==> config.mk <==
export PLATFORM = sky130hd
export DESIGN_NAME = pcpl_port
export DESIGN_NICKNAME = d
export VERILOG_FILES = /design/src/core/pcpl_pkg.sv /design/src/core/pcpl_sync.sv /design/src/core/pcpl_port.sv
export SDC_FILE = /design/constraint.sdc
export NUM_CORES = 1
export LEC_CHECK = 0
export BUFFER_PORTS_ARGS = -buffer_cell sky130_fd_sc_hd__buf_2
export CORE_MARGIN = 4
export CORE_UTILIZATION = 55
export CTS_BUF_LIST = sky130_fd_sc_hd__clkbuf_8
export DETAILED_ROUTE_END_ITERATION = 8
export PLACE_DENSITY = 0.89
export SETUP_SLACK_MARGIN = 0.3
export SYNTH_ARGS = -nofsm -noshare
export SYNTH_HDL_FRONTEND = slang
export SYNTH_HIERARCHICAL = 1
export SYNTH_SLANG_ARGS = --single-unit
==> constraint.sdc <==
create_clock -name core_clk -period 3.5 [get_ports core_clk]
set_clock_uncertainty 0.05 [all_clocks]
set_input_delay 0.525 -clock core_clk [delete_from_list [all_inputs] [get_ports core_clk]]
set_output_delay 0.525 -clock core_clk [all_outputs]
set_load 0.02 [all_outputs]
==> src/core/pcpl_pkg.sv <==
// Purpose: Constants for the eight-pin parallel port logic
// Assumes: APB with 32-bit data, one aligned word per register
// Notes:   Printed offsets are odd, so they are register indices
package pcpl_pkg;
    localparam int unsigned PCPL_WIDTH         = 8;
    localparam int unsigned PCPL_ADDR_W        = 12;
    // Register indices as printed; byte address is the low 12 bits of four times the index
    localparam logic [15:0] PCPL_IDX_DIR       = 16'hFE95;
    localparam logic [15:0] PCPL_IDX_DATA      = 16'hFE97;
    localparam logic [15:0] PCPL_IDX_PULLUP    = 16'hFE99;
    localparam logic [15:0] PCPL_IDX_MODE      = 16'hFE9B;
    localparam logic [11:0] PCPL_OFF_DIR       = 12'(PCPL_IDX_DIR * 4);
    localparam logic [11:0] PCPL_OFF_DATA      = 12'(PCPL_IDX_DATA * 4);
    localparam logic [11:0] PCPL_OFF_PULLUP    = 12'(PCPL_IDX_PULLUP * 4);
    localparam logic [11:0] PCPL_OFF_MODE      = 12'(PCPL_IDX_MODE * 4);
    localparam logic [7:0]  PCPL_DIR_RST       = 8'h00;
    localparam logic [7:0]  PCPL_DATA_RST      = 8'h00;
    localparam logic [7:0]  PCPL_PULLUP_RST    = 8'h00;
    localparam logic [7:0]  PCPL_DIR_READ      = 8'hFF;
    localparam logic [2:0]  PCPL_MODE_RST      = 3'h7;
    localparam int unsigned PCPL_MODE_LSB      = 0;
    localparam int unsigned PCPL_MODE_MSB      = 2;
    localparam int unsigned PCPL_SYNC_STAGES   = 2;
    typedef enum logic [1:0] {
        PCPL_FN_ADDR,
        PCPL_FN_SPLIT,
        PCPL_FN_GPIO
    } pcpl_fn_t;
endpackage

==> src/core/pcpl_sync.sv <==
// Purpose: Two-stage level synchroniser for the port pins
// Assumes: Inputs are asynchronous to core_clk
// Notes:   First stage feeds only the second
`timescale 1ns/100ps
module pcpl_sync
    import pcpl_pkg::*;
#(
    parameter int unsigned WIDTH = PCPL_WIDTH
)
(
    input  wire logic             core_clk,
    input  wire logic             rst_n,
    input  wire logic [WIDTH-1:0] async_in,
    output logic      [WIDTH-1:0] sync_out
);
    logic [WIDTH-1:0] stage1;

    always_ff @(posedge core_clk or negedge rst_n)
    begin
        if (!rst_n)
        begin
            stage1   <= '0;
            sync_out <= '0;
        end
        else
        begin
            stage1   <= async_in;
            sync_out <= stage1;
        end
    end
endmodule

==> src/core/pcpl_port.sv <==
// Purpose: Eight-pin port with address, input and output functions
// Assumes: APB slave, mode from a register, standby from the system
// Notes:   Software standby keeps all register contents
//
// The placing of the registers and the APB slave port were left to the implementer.
`timescale 1ns/100ps
module pcpl_port
    import pcpl_pkg::*;
#(
    parameter int unsigned WIDTH = PCPL_WIDTH
)
(
    input  wire logic             core_clk,
    input  wire logic             rst_n,
    input  wire logic             hw_standby,
    input  wire logic             psel,
    input  wire logic             penable,
    input  wire logic             pwrite,
    input  wire logic [11:0]      paddr,
    input  wire logic [31:0]      pwdata,
    output logic      [31:0]      prdata,
    output logic                  pready,
    output logic                  pslverr,
    input  wire logic [WIDTH-1:0] low_address_byte,
    input  wire logic [WIDTH-1:0] pin_in,
    output logic      [WIDTH-1:0] pin_out,
    output logic      [WIDTH-1:0] pin_oe,
    output logic      [WIDTH-1:0] pin_pullup_on_bit
);
    logic [WIDTH-1:0] port_direction_reg;
    logic [WIDTH-1:0] port_data_reg;
    logic [WIDTH-1:0] port_pullup_ctrl_reg;
    logic [2:0]       mode;
    logic [WIDTH-1:0] pin_sync;
    logic [WIDTH-1:0] data_view;
    logic [WIDTH-1:0] next_pin_out;
    logic [WIDTH-1:0] next_pin_oe;
    logic [WIDTH-1:0] next_pullup;
    logic [31:0]      next_prdata;
    logic             wr_en;
    logic             rd_en;
    logic             hit;
    pcpl_fn_t         fn;

    pcpl_sync #(.WIDTH(WIDTH)) u_sync
    (
        .core_clk (core_clk),
        .rst_n    (rst_n),
        .async_in (pin_in),
        .sync_out (pin_sync)
    );

    always_comb
    begin
        unique case (mode)
            3'h2, 3'h4: fn = PCPL_FN_SPLIT;
            3'h7:       fn = PCPL_FN_GPIO;
            default:    fn = PCPL_FN_ADDR;
        endcase
    end

    assign hit = (paddr == PCPL_OFF_DIR) || (paddr == PCPL_OFF_DATA)
              || (paddr == PCPL_OFF_PULLUP) || (paddr == PCPL_OFF_MODE);
    assign wr_en   = psel && penable && pwrite;
    assign rd_en   = psel && !penable && !pwrite;
    // Zero wait states; reads prepared in setup so data is a flop
    assign pready  = 1'h1;
    assign pslverr = psel && penable && !hit;

    // Hardware standby clears direction, data and pull-up like reset, but not mode; software standby does not
    always_ff @(posedge core_clk or negedge rst_n)
    begin
        if (!rst_n)
        begin
            port_direction_reg   <= PCPL_DIR_RST;
            port_data_reg        <= PCPL_DATA_RST;
            port_pullup_ctrl_reg <= PCPL_PULLUP_RST;
        end
        else if (hw_standby)
        begin
            port_direction_reg   <= PCPL_DIR_RST;
            port_data_reg        <= PCPL_DATA_RST;
            port_pullup_ctrl_reg <= PCPL_PULLUP_RST;
        end
        else if (wr_en)
        begin
            if (paddr == PCPL_OFF_DIR)
                port_direction_reg <= pwdata[WIDTH-1:0];
            if (paddr == PCPL_OFF_DATA)
                port_data_reg <= pwdata[WIDTH-1:0];
            if (paddr == PCPL_OFF_PULLUP)
                port_pullup_ctrl_reg <= pwdata[WIDTH-1:0];
        end
    end

    // Mode survives hardware standby; only reset restores it
    always_ff @(posedge core_clk or negedge rst_n)
    begin
        if (!rst_n)
            mode <= PCPL_MODE_RST;
        else if (wr_en && paddr == PCPL_OFF_MODE)
            mode <= pwdata[PCPL_MODE_MSB:PCPL_MODE_LSB];
    end

    // Per-bit data read view
    always_comb
    begin
        data_view = port_data_reg;
        for (int i = 0; i < WIDTH; i++)
        begin
            unique case (fn)
                PCPL_FN_SPLIT:
                    if (!port_direction_reg[i])
                        data_view[i] = pin_sync[i];
                PCPL_FN_GPIO:
                    if (!port_direction_reg[i])
                        data_view[i] = port_pullup_ctrl_reg[i] | pin_sync[i];
                    else
                        data_view[i] = port_data_reg[i];
                PCPL_FN_ADDR:
                    data_view[i] = port_data_reg[i];
            endcase
        end
    end

    always_comb
    begin
        next_prdata = 32'h0000_0000;
        if (paddr == PCPL_OFF_DIR)
            next_prdata[WIDTH-1:0] = PCPL_DIR_READ;
        else if (paddr == PCPL_OFF_DATA)
            next_prdata[WIDTH-1:0] = data_view;
        else if (paddr == PCPL_OFF_PULLUP)
            next_prdata[WIDTH-1:0] = port_pullup_ctrl_reg;
        else if (paddr == PCPL_OFF_MODE)
            next_prdata[PCPL_MODE_MSB:PCPL_MODE_LSB] = mode;
    end

    always_ff @(posedge core_clk or negedge rst_n)
    begin
        if (!rst_n)
            prdata <= 32'h0000_0000;
        else if (rd_en)
            prdata <= next_prdata;
    end

    // Pin drive and pull-up
    always_comb
    begin
        // Defaults keep the unused function code from inferring a latch
        next_pin_out = '0;
        next_pin_oe  = '0;
        unique case (fn)
            PCPL_FN_ADDR:
            begin
                next_pin_out = low_address_byte;
                next_pin_oe  = '1;
            end
            PCPL_FN_SPLIT:
            begin
                next_pin_out = low_address_byte & port_direction_reg;
                next_pin_oe  = port_direction_reg;
            end
            PCPL_FN_GPIO:
            begin
                next_pin_out = port_data_reg & port_direction_reg;
                next_pin_oe  = port_direction_reg;
            end
        endcase
        next_pullup = (fn == PCPL_FN_GPIO)
                    ? (port_pullup_ctrl_reg & ~port_direction_reg) : '0;
        if (hw_standby)
        begin
            next_pullup = '0;
            next_pin_oe = '0;
        end
    end

    // Registered pins: one cycle of lag behind registers and address
    always_ff @(posedge core_clk or negedge rst_n)
    begin
        if (!rst_n)
        begin
            pin_out           <= '0;
            pin_oe            <= '0;
            pin_pullup_on_bit <= '0;
        end
        else
        begin
            pin_out           <= next_pin_out;
            pin_oe            <= next_pin_oe;
            pin_pullup_on_bit <= next_pullup;
        end
    end
endmodule

; ---- Word-level counts from Yosys, hierarchy flattened
; Cells that the tools add are included.
[word_totals]
inputBits = 66
ff_bits = 75
elab_cells = 97
output_inout_bits = 58
[classes]
bitwise_logic = 12
muxes = 44
reduce_logical = 22
n_eq_ne = 9
[ops]
columns = op, n
row1 = two-way mux 8 bit, 14
row2 = == test 12 bit (second input constant), 4
row3 = AND 8 bit, 3
row4 = case mux 1 bit (3 select lines), 8
row5 = case mux 8 bit (3 select lines), 1
row6 = two-way mux 1 bit, 16
row7 = case mux 8 bit (2 select lines), 1
row8 = NOT 8 bit, 1
row9 = bitwise OR 1 bit, 8
row10 = nonzero test 2 bit, 4
row11 = == test 3 bit (second input constant), 2
row12 = logical AND 1 bit, 6
row13 = two-way mux 3 bit, 2
row14 = AND reduction 2 bit, 3
row15 = two-way mux 5 bit, 1
row16 = case mux 2 bit (2 select lines), 1
row17 = OR reduction 2 bit, 2
row18 = == test 3 x 2 -> 1 bit (second input constant), 1
row19 = logical NOT 1 bit, 3
row20 = logical OR 1 bit, 3
row21 = == test 2 x 1 -> 1 bit (second input constant), 1
row22 = == test 2 bit (second input constant), 1
row23 = logical NOT 2 bit, 1

; ---- Logic depth before layout (Yosys ltp)
[depth]
depth_word = 7
ltp_mapped = 11

; ---- By module
; Netlist, hierarchy kept.
[modules_own_cells]
columns = mod, instances, area_per_inst_um2, cells_per_inst
row1 = pcpl_port, 1, 3245.6, 332
row2 = pcpl_sync, 1, 400.4, 16

; ---- Worst setup path after synthesis
; OpenSTA, ideal clock, no wires.
[synth_path]
kind = register to register
startpoint = register mode[2]
endpoint = register prdata[1]
path_slack_ns = 1.144
setup_time_ns = 0.131
arrival_time_ns = 2.175
stages_incl_launch_ff = 11
path_cell_list = dfstp_2 -> xor2_1 -> and2_0 -> clkbuf_1 -> inv_1 -> ha_1 -> clkbuf_1 -> clkbuf_1 -> a32o_1 -> nand4_1 -> o211ai_1
[synth_between]
elab_chain_len = 7
word_cells_on_any_way = 11
classes_between = eq/ne: 5 / mux: 4 / reduce/logical: 2
[synth_lines]
columns = item, line
row1 = start: declaration, pcpl_port.sv:33  ; logic [2:0] mode;
row2 = start signal: assignment, pcpl_port.sv:102  ; mode <= pwdata[PCPL_MODE_MSB:PCPL_MODE_LSB];
row3 = == test 3 x 2 -> 1 bit / == test 3 bit (equally long branches), pcpl_port.sv:55  ; unique case (mode)
row4 = OR reduction 2 bit, pcpl_port.sv:55
row5 = case mux 2 bit (2 select lines) (*), pcpl_port.sv:55
row6 = == test 2 bit (tied with other cells), pcpl_port.sv:111  ; unique case (fn)
row7 = case mux 1 bit (3 select lines) (*), pcpl_port.sv:111
row8 = two-way mux 8 bit (*), pcpl_port.sv:131  ; else if (paddr == PCPL_OFF_DATA)
row9 = two-way mux 8 bit (*), pcpl_port.sv:129  ; if (paddr == PCPL_OFF_DIR)
row10 = end signal: assignment, pcpl_port.sv:144  ; prdata <= next_prdata;
row11 = end: declaration, pcpl_port.sv:21  ; output logic [31:0] prdata,
; Mark *: on every way between the ends. The rest lies on a longest branch, timed or not.
; A chain may end at the register's enable or synchronous reset.

; ---- Worst setup path in the final report
[layout_path]
startpoint = register mode[1]
endpoint = register prdata[6]
; The elaborated chain is that of the path after synthesis.

==> flow_summary.ini <==
[run_status]
outcome = finished clean

[layout]
diodes = 0
final_common_cell = buf_2
drive_gt1_share_pct = 25.3
area_growth_pct = 13.7
utilization_pct = 64.9
layout_common_cells = buf_2, dfrtp_1, o21ai_0
fin_cells = 496
num-nets-final = 483
fill_cells = 509

[detailed_routing]
routed_via_density = 5.63
wl_per_cell_um = 16.6
vias = 2794
drtPass1Iterations = 5
routed_wl_um = 8250
detail_route.iter0.violations = 203
drcViolationCount = 0
postRouteAntennaNets = 0

[sta]
hold_viol = 0
setup_viol = 0
max_freq_mhz = 364
min_period_ns = 2.75
rsz0062_at_grt = no
maxSlewViolCount = 0
setup_tns_ns = 0
slew_headroom_pct = 40.1
worst_pin_slew_ns = 0.899
period_share_pct = 78.5

[synthesis]
synth_warnings = 6
synth_area_um2 = 3650
synth_enable_flop_cells = 0
synthArstFlopShare_pct = 100
seq_area_frac_synth_pct = 51.6
synth.avg_cell_area_um2 = 10.5
synth.top_cell.area_share_pct = 49.4
yosys-top-cells-area = dfrtp_1, mux2i_1, buf_4
synth_ff_type = dfrtp_1
synth_cell_types = 43
synth_top_cell_by_area = dfrtp_1
synth_cells = 348
ys_ff_latch = 75

[min_path]
min_from = pin_in[3]
hp-class = in2reg

[place]
finalWeightedCongestion = 0.952
io_buffer_count = 74
dp.cells = 480
dp_hpwl_um = 6190

[cts]
post_cts_buffers = 0
clk_path_buf_depth = 2
clkLatencyLatePin_ns = 0.34
h-tree-depth = 3
numCtsBuffers = 9
cts.sinks = 75
cts-resized-gates = 0
clk_pin_slew_ns = 0.08
cts_hold_buf = 0
cts_tree = done
root_buffer = clkbuf_8

[floorplanning]
pin_count = 124
dieArea_um2 = 8000
start_util_pct = 57.1
coreArea_um2 = 6390
die_h_um = 89.4
die_w_um = 89.4
row_count = 29

[power_and_ir_drop]
vdd_ir_drop_max_mv = 0.323
powerDensity_nw_per_um2 = 410
cellLeakagePower_nw = 1.97

[critical_path]
critPathArrivalTime_ns = 2.92
required_ns = 3.67
r2r_end = prdata[6]
crit_type = reg2reg
worstSetupStartpointType = flop
r2r_cells = 7
rrSetupSlack_ns = 0.75
crit_fanout = 19
crit_end = prdata[6]
crit-reg2reg-launch = mode[1]
crit_path_start = mode[1]
cp-end-kind = flop

[global_route]
grt_use_total_pct = 21.7
antenna_found_initial = 0
grt_pass1_wl_um = 13300
grt_pass1_vias = 2761
grt_remaining_overflow = 0
grt_max_degree = 76

[flow_run]
maxCapViolCount = 0
==> Yosys cell counts, types with 6 or more instances <==
library cell	instances
dfrtp_1	72
a21o_1	6
nand2b_1	27
mux2_2	6
a21oi_1	9
nand2_1	13
a32oi_1	8
o21ai_0	38
mux2i_1	21
nand3_1	10
inv_1	22
nor2_1	9
nor3b_1	7
buf_4	26
clkbuf_1	16
==> per-stage QoR <==
| stage | setup slack, ns | area, µm² | total power [W] | hold slack, ns |
|---|---|---|---|---|
| final | 0.754 | 4150 | 0.00170 | 0.232 |
| after global routing | 0.514 | 4150 | 0.00177 | 0.213 |
| after CTS | 0.793 | 4150 | 0.00171 | 0.222 |
| after detailed placement | 0.799 | 3940 | 0.00105 | 0.286 |
| after global placement | 0.867 | 3940 | 0.00104 | 0.283 |
| after floorplan | 1.14 | 3730 | 0.00101 | 0.179 |
==> logic make-up (layout without fill, tap and decap cells) <==
group | count (synthesis) | in the layout | synth area share (%)
flip-flops | 75 | 75 | 51.6
AND/OR/NAND/NOR | 93 | 93 | 15.4
AO/OA/AOI/OAI | 81 | 81 | 14.2
buffers and inverters | 66 | 114 | 9.68
adder cells (fa/ha/maj) | 3 | 3 | 1.03
other | 2 | 25 | 0.206
multiplexers | 27 | 27 | 7.62
XOR/XNOR | 1 | 1 | 0.240
==> worst max-delay path: stages, from the launching register on <==
cell and delay [ns]:
dfstp_2 0.57, xor2_1 0.32, and2_0 0.37, inv_1 0.14, ha_1 0.43, a21oi_1 0.44
o22a_1 0.21, o21ai_0 0.09
==> metal layers <==
metal | share of wire (%) | track usage [%] | wire, µm
met1 | 42 | 29.3 | 3470
met2 | 48 | 33.7 | 3940
met3 | 7.6 | 4.33 | 630
met4 | 2.5 | 10.3 | 209
met5 | 0 | 0 | 0
==> where the power goes <==
| part | internal (W) | leakage (nW) | total, W | switching [W] |
|---|---|---|---|---|
| sequential | 0.000885 | 0.963 | 0.000890 | 0.00000523 |
| combinational | 0.0000433 | 0.908 | 0.000142 | 0.0000982 |
| clock | 0.000349 | 0.104 | 0.000668 | 0.000320 |
| total | 0.00128 | 1.97 | 0.00170 | 0.000423 |
==> worst min path at each step <==
stage	end	slack, ns	cells after the start
floorplan	pin_oe[0]	0.18	0
global placement	u_sync/sync_out[0]	0.28	0
detailed placement	u_sync/sync_out[2]	0.29	0
CTS	u_sync/stage1[3]	0.22	1
global route	u_sync/stage1[4]	0.21	1
finish	u_sync/stage1[3]	0.23	1
==> cell type report <==
cell class                 count  area [µm²]  area share [%]
clock buffer                  10         138            3.32
timing repair buffer          76         385            9.30
clock inverter                 6        63.8            1.54
sequential                    75        1880            45.4
inverter                      22        82.6            1.99
tap                           77        96.3            2.32
multi-input combinational    230        1500            36.2
Power figures use the tool's default switching activity.
